--- src/design/sppm_consts.vh ---
`ifndef SPPM_CONSTS_VH
`define SPPM_CONSTS_VH
// Register word offsets
`define SPPM_OFF_PMCS_A 4'h0
`define SPPM_OFF_PMCS_B 4'h1
`define SPPM_OFF_PMCS_C 4'h2
`define SPPM_OFF_LCTL_A 4'h3
`define SPPM_OFF_LCTL_B 4'h4
`define SPPM_OFF_LCTL_C 4'h5
`define SPPM_OFF_VCTL 4'h6
`define SPPM_OFF_STATUS 4'h7
`define SPPM_OFF_CFGDONE 4'h8
`define SPPM_OFF_PME 4'h9
`define SPPM_OFF_PMETO 4'ha
// Power-state field encodings
`define SPPM_PS_D0 2'h0
`define SPPM_PS_D3HOT 2'h3
// Device power states
`define SPPM_DS_D0U 2'h0
`define SPPM_DS_D0A 2'h1
`define SPPM_DS_D3HOT 2'h2
`define SPPM_DS_D3COLD 2'h3
// Link states
`define SPPM_LS_L0 3'h0
`define SPPM_LS_L0S 3'h1
`define SPPM_LS_L1REQ 3'h2
`define SPPM_LS_L1 3'h3
`define SPPM_LS_L23 3'h4
// Field positions
`define SPPM_LCTL_L0S_BIT 0
`define SPPM_LCTL_L1_BIT 1
`define SPPM_VCTL_L0S_LSB 0
`define SPPM_VCTL_L1_LSB 8
// Reset values
`define SPPM_VCTL_RST 32'h0000_1010
`define SPPM_PMETO_RST 32'h0000_0400
// L1 request answer wait in cycles, then L0s
`define SPPM_L1ACK_CYC 8'h64
`endif

--- src/design/sppm_port_pm.v ---
`timescale 1ns/1ps
`default_nettype none
`include "sppm_consts.vh"
module sppm_port_pm #(
  parameter L1OK = 1,
  parameter L1REQ = 0
) (
  // Clock and reset
  input wire core_clk,
  input wire srst,
  // Control
  input wire [1:0] devState,
  input wire aspmL0sEn,
  input wire aspmL1En,
  input wire [7:0] l0sEntryTimer,
  input wire [7:0] l1EntryTimer,
  input wire linkIdle,
  input wire linkBusy,
  input wire l1Ack,
  input wire turnOffAck,
  // Status
  output reg [2:0] linkState_reg,
  output reg l1Request_reg
);
  reg [7:0] l0sCnt_reg;
  reg [7:0] l1Cnt_reg;
  reg [7:0] ackCnt_reg;
  reg [2:0] linkState_next;
  // Link states
  localparam [2:0] LS_L0 = 3'h0;
  localparam [2:0] LS_L0S = 3'h1;
  localparam [2:0] LS_L1REQ = 3'h2;
  localparam [2:0] LS_L1 = 3'h3;
  localparam [2:0] LS_L23 = 3'h4;
  wire d3 = (devState == `SPPM_DS_D3HOT);
  wire l1Allowed = (L1OK != 0) && (d3 || (aspmL1En && (L1REQ != 0)));
  // Downstream ports enter L1 without asking
  wire [2:0] l1Target = (L1REQ != 0) ? LS_L1REQ : LS_L1;
  always @(posedge core_clk) begin
    if (srst) begin
      l0sCnt_reg <= 8'h00;
      l1Cnt_reg <= 8'h00;
    end else begin
      if (!linkIdle || linkState_reg != LS_L0)
        l0sCnt_reg <= 8'h00;
      else if (l0sCnt_reg != 8'hff)
        l0sCnt_reg <= l0sCnt_reg + 8'h01;
      // Restart after a refused request, avoids a tight retry loop
      if (!linkIdle || linkState_reg == LS_L1REQ)
        l1Cnt_reg <= 8'h00;
      else if (l1Cnt_reg != 8'hff)
        l1Cnt_reg <= l1Cnt_reg + 8'h01;
    end
  end
  always @* begin
    linkState_next = linkState_reg;
    case (linkState_reg)
      LS_L0, LS_L0S: begin
        if (turnOffAck)
          linkState_next = LS_L23;
        else if (l1Allowed && linkIdle && (d3 || l1Cnt_reg >= l1EntryTimer))
          linkState_next = l1Target;
        else if (linkState_reg == LS_L0 && aspmL0sEn && linkIdle &&
                 l0sCnt_reg >= l0sEntryTimer)
          linkState_next = LS_L0S;
        else if (linkBusy)
          linkState_next = LS_L0;
      end
      LS_L1REQ: begin
        if (l1Ack)
          linkState_next = LS_L1;
        else if (ackCnt_reg == 8'h00)
          linkState_next = LS_L0S;
      end
      LS_L1: begin
        if (linkBusy && !d3)
          linkState_next = LS_L0;
      end
      LS_L23: begin
        // Left only through reset; no packets here
        linkState_next = LS_L23;
      end
      default: linkState_next = LS_L0;
    endcase
  end
  always @(posedge core_clk) begin
    if (srst) begin
      linkState_reg <= LS_L0;
      l1Request_reg <= 1'b0;
      ackCnt_reg <= 8'h00;
    end else begin
      linkState_reg <= linkState_next;
      l1Request_reg <= (linkState_next == LS_L1REQ);
      if (linkState_reg != LS_L1REQ)
        ackCnt_reg <= `SPPM_L1ACK_CYC;
      else if (ackCnt_reg != 8'h00)
        ackCnt_reg <= ackCnt_reg - 8'h01;
    end
  end
endmodule // sppm_port_pm
`default_nettype wire

--- src/design/sppm_power_manager.v ---
// The Avalon-MM slave port and the placing of the registers are this design's own decisions.
`timescale 1ns/1ps
`default_nettype none
`include "sppm_consts.vh"
module sppm_power_manager (
  // Clock and reset
  input wire core_clk,
  input wire srst,
  // Avalon-MM slave
  input wire [3:0] avs_address,
  input wire avs_read,
  input wire avs_write,
  input wire [31:0] avs_writedata,
  output reg [31:0] avs_readdata,
  output reg avs_waitrequest,
  output reg [1:0] avs_response,
  // Link side, ports A B C
  input wire [2:0] linkIdle,
  input wire [2:0] linkBusy,
  input wire [2:0] l1Ack,
  input wire [2:0] turnOffAck,
  input wire powerRemoved,
  input wire [2:0] hotPlugEvent,
  input wire [2:0] pmeServiced,
  output reg [2:0] l1Request_reg,
  output reg [8:0] linkState_reg,
  output reg [2:0] pmeMsg_reg,
  output reg deviceLowPower_reg
);
  reg [1:0] devState_reg [0:2];
  reg [1:0] psField_reg [0:2];
  reg [1:0] aspm_reg [0:2];
  reg [31:0] vctl_reg;
  reg [31:0] pmeTo_reg;
  reg [2:0] pmePend_reg;
  reg [31:0] pmeCnt_reg [0:2];
  reg pwrMeta_reg;
  reg pwrSync_reg;
  reg [2:0] hpMeta_reg;
  reg [2:0] hpSync_reg;
  reg [2:0] hpPrev_reg;
  reg [2:0] svMeta_reg;
  reg [2:0] svSync_reg;
  reg [2:0] idleMeta_reg, idleSync_reg, busyMeta_reg, busySync_reg;
  reg [2:0] ackMeta_reg, ackSync_reg, toMeta_reg, toSync_reg;
  reg accessDone_reg;
  wire [8:0] portLink;
  wire [2:0] portReq;
  wire access = (avs_read || avs_write) && !accessDone_reg;
  // Write lands only at the edge that sees waitrequest low
  wire wrHit = avs_write && !avs_waitrequest;
  integer i;
  integer j;
  // Pin inputs pass two flops
  always @(posedge core_clk) begin
    if (srst) begin
      pwrMeta_reg <= 1'b0;
      pwrSync_reg <= 1'b0;
      hpMeta_reg <= 3'h0;
      hpSync_reg <= 3'h0;
      svMeta_reg <= 3'h0;
      svSync_reg <= 3'h0;
      idleMeta_reg <= 3'h0;
      idleSync_reg <= 3'h0;
      busyMeta_reg <= 3'h0;
      busySync_reg <= 3'h0;
      ackMeta_reg <= 3'h0;
      ackSync_reg <= 3'h0;
      toMeta_reg <= 3'h0;
      toSync_reg <= 3'h0;
    end else begin
      pwrMeta_reg <= powerRemoved;
      pwrSync_reg <= pwrMeta_reg;
      hpMeta_reg <= hotPlugEvent;
      hpSync_reg <= hpMeta_reg;
      svMeta_reg <= pmeServiced;
      svSync_reg <= svMeta_reg;
      idleMeta_reg <= linkIdle;
      idleSync_reg <= idleMeta_reg;
      busyMeta_reg <= linkBusy;
      busySync_reg <= busyMeta_reg;
      ackMeta_reg <= l1Ack;
      ackSync_reg <= ackMeta_reg;
      toMeta_reg <= turnOffAck;
      toSync_reg <= toMeta_reg;
    end
  end
  // Bus slave: one wait cycle, answer on second edge
  always @(posedge core_clk) begin
    if (srst) begin
      accessDone_reg <= 1'b0;
      avs_waitrequest <= 1'b1;
      avs_readdata <= 32'h0000_0000;
      avs_response <= 2'h0;
    end else begin
      accessDone_reg <= access;
      avs_waitrequest <= !access;
      if (avs_read && !accessDone_reg) begin
        avs_response <= 2'h0;
        case (avs_address)
          `SPPM_OFF_PMCS_A: avs_readdata <= {28'h0, devState_reg[0], psField_reg[0]};
          `SPPM_OFF_PMCS_B: avs_readdata <= {28'h0, devState_reg[1], psField_reg[1]};
          `SPPM_OFF_PMCS_C: avs_readdata <= {28'h0, devState_reg[2], psField_reg[2]};
          `SPPM_OFF_LCTL_A: avs_readdata <= {30'h0, aspm_reg[0]};
          `SPPM_OFF_LCTL_B: avs_readdata <= {30'h0, aspm_reg[1]};
          `SPPM_OFF_LCTL_C: avs_readdata <= {30'h0, aspm_reg[2]};
          `SPPM_OFF_VCTL: avs_readdata <= vctl_reg;
          `SPPM_OFF_STATUS: avs_readdata <= {19'h0, deviceLowPower_reg, l1Request_reg,
                                             linkState_reg};
          `SPPM_OFF_PME: avs_readdata <= {29'h0, pmePend_reg};
          `SPPM_OFF_PMETO: avs_readdata <= pmeTo_reg;
          `SPPM_OFF_CFGDONE: avs_readdata <= 32'h0000_0000;
          default: begin
            avs_readdata <= 32'h0000_0000;
            avs_response <= 2'h2;
          end
        endcase
      end else if (avs_write && !accessDone_reg) begin
        avs_response <= (avs_address > `SPPM_OFF_PMETO) ? 2'h2 : 2'h0;
      end
    end
  end
  // Control and power state registers
  always @(posedge core_clk) begin
    if (srst) begin
      vctl_reg <= `SPPM_VCTL_RST;
      pmeTo_reg <= `SPPM_PMETO_RST;
      deviceLowPower_reg <= 1'b0;
      for (i = 0; i < 3; i = i + 1) begin
        devState_reg[i] <= `SPPM_DS_D0U;
        psField_reg[i] <= `SPPM_PS_D0;
        aspm_reg[i] <= 2'h0;
      end
    end else begin
      if (wrHit && avs_address == `SPPM_OFF_VCTL)
        vctl_reg <= avs_writedata;
      if (wrHit && avs_address == `SPPM_OFF_PMETO)
        pmeTo_reg <= avs_writedata;
      for (i = 0; i < 3; i = i + 1) begin
        if (wrHit && avs_address == `SPPM_OFF_LCTL_A + i[3:0])
          aspm_reg[i] <= avs_writedata[1:0];
        if (wrHit && avs_address == `SPPM_OFF_CFGDONE && avs_writedata[i] &&
            devState_reg[i] == `SPPM_DS_D0U)
          devState_reg[i] <= `SPPM_DS_D0A;
        if (wrHit && avs_address == `SPPM_OFF_PMCS_A + i[3:0]) begin
          psField_reg[i] <= avs_writedata[1:0];
          if (avs_writedata[1:0] == `SPPM_PS_D3HOT && devState_reg[i] == `SPPM_DS_D0A)
            devState_reg[i] <= `SPPM_DS_D3HOT;
          if (avs_writedata[1:0] == `SPPM_PS_D0 && devState_reg[i] == `SPPM_DS_D3HOT)
            devState_reg[i] <= `SPPM_DS_D0U;
        end
        if (pwrSync_reg && devState_reg[i] == `SPPM_DS_D3HOT)
          devState_reg[i] <= `SPPM_DS_D3COLD;
      end
      deviceLowPower_reg <= (devState_reg[0] == `SPPM_DS_D3HOT ||
                             devState_reg[0] == `SPPM_DS_D3COLD) &&
                            (&toSync_reg);
    end
  end
  // PME generation, downstream ports only
  always @(posedge core_clk) begin
    if (srst) begin
      pmePend_reg <= 3'h0;
      pmeMsg_reg <= 3'h0;
      hpPrev_reg <= 3'h0;
      for (j = 0; j < 3; j = j + 1)
        pmeCnt_reg[j] <= 32'h0;
    end else begin
      hpPrev_reg <= hpSync_reg;
      pmeMsg_reg[0] <= 1'b0;
      pmePend_reg[0] <= 1'b0;
      for (j = 1; j < 3; j = j + 1) begin
        pmeMsg_reg[j] <= 1'b0;
        if (devState_reg[j] == `SPPM_DS_D3COLD || devState_reg[0] == `SPPM_DS_D3COLD) begin
          pmePend_reg[j] <= 1'b0;
        end else if (hpSync_reg[j] && !hpPrev_reg[j] && (devState_reg[j] == `SPPM_DS_D3HOT ||
                     devState_reg[0] == `SPPM_DS_D3HOT)) begin
          pmePend_reg[j] <= 1'b1;
          pmeMsg_reg[j] <= 1'b1;
          pmeCnt_reg[j] <= pmeTo_reg;
        end else if (pmePend_reg[j]) begin
          if (svSync_reg[j]) begin
            pmePend_reg[j] <= 1'b0;
          end else if (pmeCnt_reg[j] == 32'h0) begin
            pmeMsg_reg[j] <= 1'b1;
            pmeCnt_reg[j] <= pmeTo_reg;
          end else begin
            pmeCnt_reg[j] <= pmeCnt_reg[j] - 32'h1;
          end
        end
      end
    end
  end
  // L1 ASPM on A only; B enters L1 only in D3hot, C never
  genvar g;
  generate
    for (g = 0; g < 3; g = g + 1) begin : gPort
      sppm_port_pm #(
        .L1OK((g < 2) ? 1 : 0),
        .L1REQ((g == 0) ? 1 : 0)
      ) uPort (
        .core_clk(core_clk),
        .srst(srst),
        .devState(devState_reg[g]),
        .aspmL0sEn(aspm_reg[g][`SPPM_LCTL_L0S_BIT]),
        .aspmL1En(aspm_reg[g][`SPPM_LCTL_L1_BIT]),
        .l0sEntryTimer(vctl_reg[`SPPM_VCTL_L0S_LSB +: 8]),
        .l1EntryTimer(vctl_reg[`SPPM_VCTL_L1_LSB +: 8]),
        .linkIdle(idleSync_reg[g]),
        .linkBusy(busySync_reg[g]),
        .l1Ack(ackSync_reg[g]),
        .turnOffAck(toSync_reg[g]),
        .linkState_reg(portLink[3*g +: 3]),
        .l1Request_reg(portReq[g])
      );
    end
  endgenerate
  always @(posedge core_clk) begin
    if (srst) begin
      linkState_reg <= 9'h000;
      l1Request_reg <= 3'h0;
    end else begin
      linkState_reg <= portLink;
      l1Request_reg <= portReq;
    end
  end
endmodule // sppm_power_manager
`default_nettype wire
--- config.mk ---
export PLATFORM = sky130hd
export DESIGN_NAME = sppm_power_manager
export DESIGN_NICKNAME = d
export VERILOG_FILES = /design/src/design/sppm_port_pm.v /design/src/design/sppm_power_manager.v
export VERILOG_INCLUDE_DIRS = /design/src /design/src/design
export SDC_FILE = /design/constraint.sdc
export NUM_CORES = 1
export LEC_CHECK = 0
export ABC_AREA = 1
export CAP_MARGIN = 20
export CORE_AREA = 3 3 129 193
export DETAILED_ROUTE_END_ITERATION = 10
export DIE_AREA = 0 0 132 196
export DONT_BUFFER_PORTS = 1
export PLACE_DENSITY = 0.82
export SYNTH_ARGS = -nofsm -noshare
export SYNTH_HDL_FRONTEND = slang
export SYNTH_SLANG_ARGS = --single-unit
--- constraint.sdc ---
create_clock -name core_clk -period 3.2 [get_ports core_clk]
set_input_delay 0.32 -clock core_clk [delete_from_list [all_inputs] [get_ports core_clk]]
set_output_delay 0.32 -clock core_clk [all_outputs]
set_load 0.005 [all_outputs]
==> out/qor.txt, run 1 <==
initial antenna violation count - 0
Pwr Total - 8.14 mW
CP max stage cell - edfxtp_1
DRC errors left - 0
# clock sinks - 302
post-CTS sizing - 0
worst-skew pair later-pin latency - 0.55 ns
CORE AREA - 23,200 um^2
Top delay family on crit path - simple AND/OR/NAND/NOR gates
Die W - 132 um
Sw Share - 23.0%
worst path cell trace - nand2_1 -> nand2_1 -> a21oi_1 -> nand2_1 -> nor2_1 -> nand2_2 -> inv_2 -> nand2_1 -> nand2_1 -> nor2_1
post-synth top area cell - dfxtp_1
max-slew violations - 0
vias in the first global route - 13,000
WP depth - 10
initial DRC count - 1,074
TNS Setup - 0 ns
IO Count - 110
Seq/Total Area, Yosys - 46.1%
global-route wire length before repair - 62,600 um
status - complete, no violations
Worst-Margin Slew - 1.04 ns
clock share of power - 43.8%
crit path kind - flop to flop
Primary FF master, synth - dfxtp_1
Yosys warnings - 0
Syn-to-layout area delta - 11.3%
Post-DP Area - 15,000 um^2
DR vias - 13,200
Post-synth ARST share - 0%
Most Frequent Cell on Critical Path - nand2_1
clock period minus final worst setup slack - 2.40 ns
# rows - 68
Worst Hold Class - primary input to flop
critical path endpoint category - flop
top cells by area, synth - dfxtp_1 (30%), edfxtp_1 (17%), nand2_1 (10%)
pin count of the biggest net entering global routing - 96
sequential share of power - 50.1%
Netlist cell types - 48
Largest register FFs - 64
CTS buffer count - 29
critical path's largest stage delay - 0.51 ns
final net count - 2,127
crit-path max FO - 21
R2R Setup Slk - 0.80 ns
syn_area_per_cell - 7.48 um^2
CP endpoint - pmeCnt_reg[1][1]
R2R Path Start - devState_reg[0][1]
reg2reg end - pmeCnt_reg[1][1]
clock slew at reported path FFs - 0.07 ns
post-synthesis compound-gate area fraction - 13.3%
P_sw - 1.87 mW
CTS tree - built
Die H - 196 um
via/cell ratio - 5.59
XOR/XNOR share of the synthesized area - 3.17%
Routed WL per cell - 16.6 um
max-cap violations - 0
post-synth top area share - 29.5%
period utilisation layout - 75.1%
Power Dens Cells - 491 nW/um^2
total die area - 25,900 um^2
mux contribution to synthesized area - 0%
hold wc startpoint - avs_writedata[19]
Post-Synthesis Cells - 1,994
EDFF count, synth - 82
data arrival time of the worst path - 2.71 ns
simple-gate share of the synthesized area - 25.1%
Max Clk Rate - 416 MHz
Final Wtd Congestion - 0.937
grt total ovfl - 0
IO Port Bufs - 0
post-synthesis adder-cell area fraction - 3.61%
finished layout cell area - 16,600 um^2
r2r worst-path depth - 10
Worst EP required - 3.51 ns
Fin. Hold Viols - 0
Internal Power - 6.26 mW
share of layout cells above drive strength 1 - 5.18%
# setup viols final - 0
largest family of logic cells by synthesized area - simple AND/OR/NAND/NOR gates
diode count - 0
top cells by count, synth - nand2_1 (401), nor2_1 (352), inv_1 (246)
RSZ-0062 raised after global routing - false
VDD IR max - 0.524 mV
final WL - 39,100 um
DRT Pass-1 Iters - 6
root buf cell - clkbuf_16
most instantiated library cell after synthesis - nand2_1
crit start category - flop
Synth Cell Area - 14,900 um^2
Worst Path Buf+Inv - 1
antenna-violating nets left - 0
Clock Skews - 0.0155 ns
H-tree depth - 1
combinational power share - 6.1%
GRT Overall Usage - 29.5%
CP Launch Point - devState_reg[0][1]
Bufs on Longest Clock Path - 3
post-CTS setup buffers - 0
Initial Util - 64.2%
FF+latch count, synth - 302
relative slew slack - 30.3%
DP Wirelength - 27,400 um
Lkg Pwr - 7.03 nW
per-layer routing:
metal / wire length [um] / GRT usage, % / up-vias
li1: - / - / 6508
met1: 14300 / 32.0 / 6083
met2: 20100 / 54.5 / 471
met3: 2210 / 4.34 / 135
met4: 2460 / 16.7 / 0
met5: 0 / 0 / -
how the worst min path moves through the flow:
stage / to / slack, ns / cells after the start
floorplan: ackSync_reg[0] / 0.39 / 2
global placement: ackSync_reg[2] / 0.39 / 2
detailed placement: toSync_reg[2] / 0.40 / 2
CTS: pmeTo_reg[19] / 0.0009 / 2
global route: pmeTo_reg[19] / 0.007 / 2
finish: pmeTo_reg[19] / 0.006 / 2
kinds of logic (layout without fill, tap and decap cells):
group	after synthesis	in the layout
other	1	2
DFF	302	302
adders and majority gates	43	43
xor gates and xnor gates	54	54
AOI/OAI and AO/OA	364	364
buffers and inverters	320	372
and+or+nand+nor	910	910
stage by stage:
| step | utilization (%) | hold WS [ns] | setup WS [ns] | cells |
|---|---|---|---|---|
| 4_1_cts | 71.4 | 0.000899 | 0.860 | 2362 |
| 3_3_place_gp | 64.7 | 0.390 | 0.929 | 2256 |
| 5_1_grt | 71.4 | 0.00727 | 0.562 | 2362 |
| 2_1_floorplan | - | 0.388 | 0.890 | 1995 |
| 6_report | 71.4 | 0.00563 | 0.797 | 2362 |
| 3_5_place_dp | 64.7 | 0.399 | 0.901 | 2256 |
power by group through the flow:
stage | Combinational [mW] | Sequential, mW | Clock (mW)
6_report | 0.498 | 4.08 | 3.56
5_1_grt | 0.554 | 4.08 | 3.73
4_1_cts | 0.491 | 4.07 | 3.58
3_5_place_dp | 0.405 | 4.16 | 0
3_3_place_gp | 0.395 | 4.16 | 0
2_1_floorplan | 0.330 | 4.14 | 0
layout by cell type (no fill, tap or decap), types with 36 or more instances in the layout:
cell           instances
a21oi_1              150
dfxtp_1              220
dlygate4sd3_1         52
edfxtp_1              82
ha_1                  43
inv_1                246
nand2_1              401
nand3_1               70
nor2_1               351
o21ai_0              102
o21ai_1               36
cell type report:
class / count / area, um^2
Tap cell: 315 / 394
Sequential cell: 302 / 6870
Clock buffer: 40 / 881
Clock inverter: 13 / 124
Inverter: 257 / 965
Timing Repair Buffer: 62 / 616
Multi-Input combinational cell: 1373 / 6740
Fill cell: 1832 / 6640
what timing repair did:
item	in CTS	in global routing
endpoints found under the setup margin	0	0
endpoints found under the hold margin	161	0
hold buffers	53	0
Power figures use the tool's default switching activity.
==> inputs of run 2 (changes only) <==
--- a/config.mk
+++ b/config.mk
@@ -8,11 +8,11 @@
 export LEC_CHECK = 0
 export ABC_AREA = 1
 export CAP_MARGIN = 20
-export CORE_AREA = 3 3 129 193
+export CORE_AREA = 3 3 135 203
 export DETAILED_ROUTE_END_ITERATION = 10
-export DIE_AREA = 0 0 132 196
+export DIE_AREA = 0 0 138 206
 export DONT_BUFFER_PORTS = 1
-export PLACE_DENSITY = 0.82
+export PLACE_DENSITY = 0.79
 export SYNTH_ARGS = -nofsm -noshare
 export SYNTH_HDL_FRONTEND = slang
 export SYNTH_SLANG_ARGS = --single-unit
==> constraint.sdc (replaced) <==
create_clock -name core_clk -period 2 [get_ports core_clk]
set_input_delay 0.2 -clock core_clk [delete_from_list [all_inputs] [get_ports core_clk]]
set_output_delay 0.2 -clock core_clk [all_outputs]
set_load 0.005 [all_outputs]
==> run 2 against run 1 <==
Compared with the run above:
- fmax grew 25%
- via count up 2.2%
- critical path depth fell by 1
- die area up 9.9%
- final area increased by 4.8%
- utilization down 3.9 points
- clock power is 68% higher
- clock skew is 0.0034 ns lower
- worst hold slack better by 0.029 ns
- first-iteration DRC count fell by 6.1%
- critical path type unchanged
- critical endpoint is now pmeCnt_reg[2][14]
- largest power group unchanged
==> out/qor.txt, run 2 (same netlist as run 1, synthesis figures left out) <==
finished layout cell area - 17,400 um^2
vias in the first global route - 13,000
DRC errors left - 0
clock slew at reported path FFs - 0.07 ns
Worst Path Buf+Inv - 1
RSZ-0062 raised after global routing - true
DR vias - 13,500
Bufs on Longest Clock Path - 3
data arrival time of the worst path - 2.23 ns
critical path endpoint category - flop
status - complete, no violations
Initial Util - 57.9%
Post-DP Area - 15,600 um^2
worst-skew pair later-pin latency - 0.56 ns
Syn-to-layout area delta - 16.7%
Die H - 206 um
period utilisation layout - 96.1%
Fin. Hold Viols - 0
IO Port Bufs - 0
Final Wtd Congestion - 0.952
IO Count - 110
critical path's largest stage delay - 0.49 ns
crit path kind - flop to flop
CTS tree - built
pin count of the biggest net entering global routing - 100
Top delay family on crit path - simple AND/OR/NAND/NOR gates
final core occ - 67.5%
GRT Overall Usage - 27.8%
crit start category - flop
root buf cell - clkbuf_16
max-cap violations - 0
Power Dens Cells - 770 nW/um^2
final net count - 2,191
Filler Cells Inserted - 2,102
crit-path max FO - 10
Most Frequent Cell on Critical Path - nor2_1
share of layout cells above drive strength 1 - 9.14%
worst path cell trace - nor2_1 -> nand2_1 -> nor2_1 -> and2_4 -> nand4_4 -> nand2_4 -> inv_2 -> nor2_1 -> nor2_1
Clock Skews - 0.0121 ns
CTS buffer count - 29
most frequent cells in the layout - nand2_1 (401), nor2_1 (333), inv_1 (246), dfxtp_1 (220), a21oi_1 (150)
Largest register FFs - 64
Die W - 138 um
via/cell ratio - 5.52
Pwr Total - 13.4 mW
VDD IR max - 0.779 mV
TNS Setup - 0 ns
initial antenna violation count - 0
CP max stage cell - edfxtp_1
most common cell after layout, fill and taps aside - nand2_1
total die area - 28,400 um^2
Lkg Pwr - 7.42 nW
global-route wire length before repair - 64,400 um
grt total ovfl - 0
clock period minus final worst setup slack - 1.92 ns
final WL - 41,300 um
final cell count without fillers - 2,446
# setup viols final - 0
H-tree depth - 1
max-slew violations - 0
placed insts - 2,327
DP Wirelength - 29,000 um
Worst EP required - 2.31 ns
antenna-violating nets left - 0
Routed WL per cell - 16.9 um
CORE AREA - 25,800 um^2
initial DRC count - 1,009
DRT Pass-1 Iters - 6
Max Clk Rate - 520 MHz
# rows - 72
# clock sinks - 302
Worst Hold Class - primary input to flop
[run 2: changes by cell type in the layout (fill, tap and decap cells not counted), sizes merged]
cell         previous run  this run
clkinv                  8         7
clkinvlp                1         3
bufinv                  2         4
diode                   0         2
buf                    10        72
clkbuf                 40        37
dlygate4sd3            52        54
[run 2: final cells by class]
cell class | instances | area (um^2) | share of cell area [%]
clock buffer | 37 | 860 | 4.94
clock inverter | 16 | 196 | 1.13
inverter | 257 | 965 | 5.55
antenna | 2 | 5.00 | 0.0288
sequential | 302 | 6870 | 39.5
tap | 333 | 417 | 2.40
multi-input combinational | 1373 | 6850 | 39.4
timing repair buffer | 126 | 1240 | 7.12
[run 2: final timing paths]
path,start,end,slack (ns),depth (start not counted)
max,pmeCnt_reg[2][23],pmeCnt_reg[2][14],0.08,9
min,srst,avs_readdata[16],0.03,2
max reg2reg,pmeCnt_reg[2][23],pmeCnt_reg[2][14],0.08,9
min reg2reg,toMeta_reg[0],toSync_reg[0],0.40,2
[run 2: repair_timing]
action,4_1_cts,5_1_grt
setup buffers,0,9
endpoints found under the hold margin,201,0
hold buffers,55,0
endpoints found under the setup margin,0,103
gates resized for setup,0,32
[run 2: through the flow]
stage          worst slack, ns  hold slack [ns]
2_1_floorplan           -0.190            0.307
3_3_place_gp            0.0504            0.278
3_5_place_dp            0.0171            0.280
4_1_cts                0.00257           0.0202
5_1_grt                -0.0318           0.0353
6_report                0.0787           0.0343
[run 2: metal layers]
metal	up-vias	routed length [um]	global-route usage [%]
met5	-	0	0
met4	0	3080	18.6
met3	155	2430	5.07
met2	463	21200	51.9
met1	6228	14600	28.2
li1	6646	-	-
[run 2: report_power, final]
group	internal [mW]	switching [mW]
combinational	0.333	0.571
clock	3.56	2.42
sequential	6.42	0.104
total	10.3	3.09
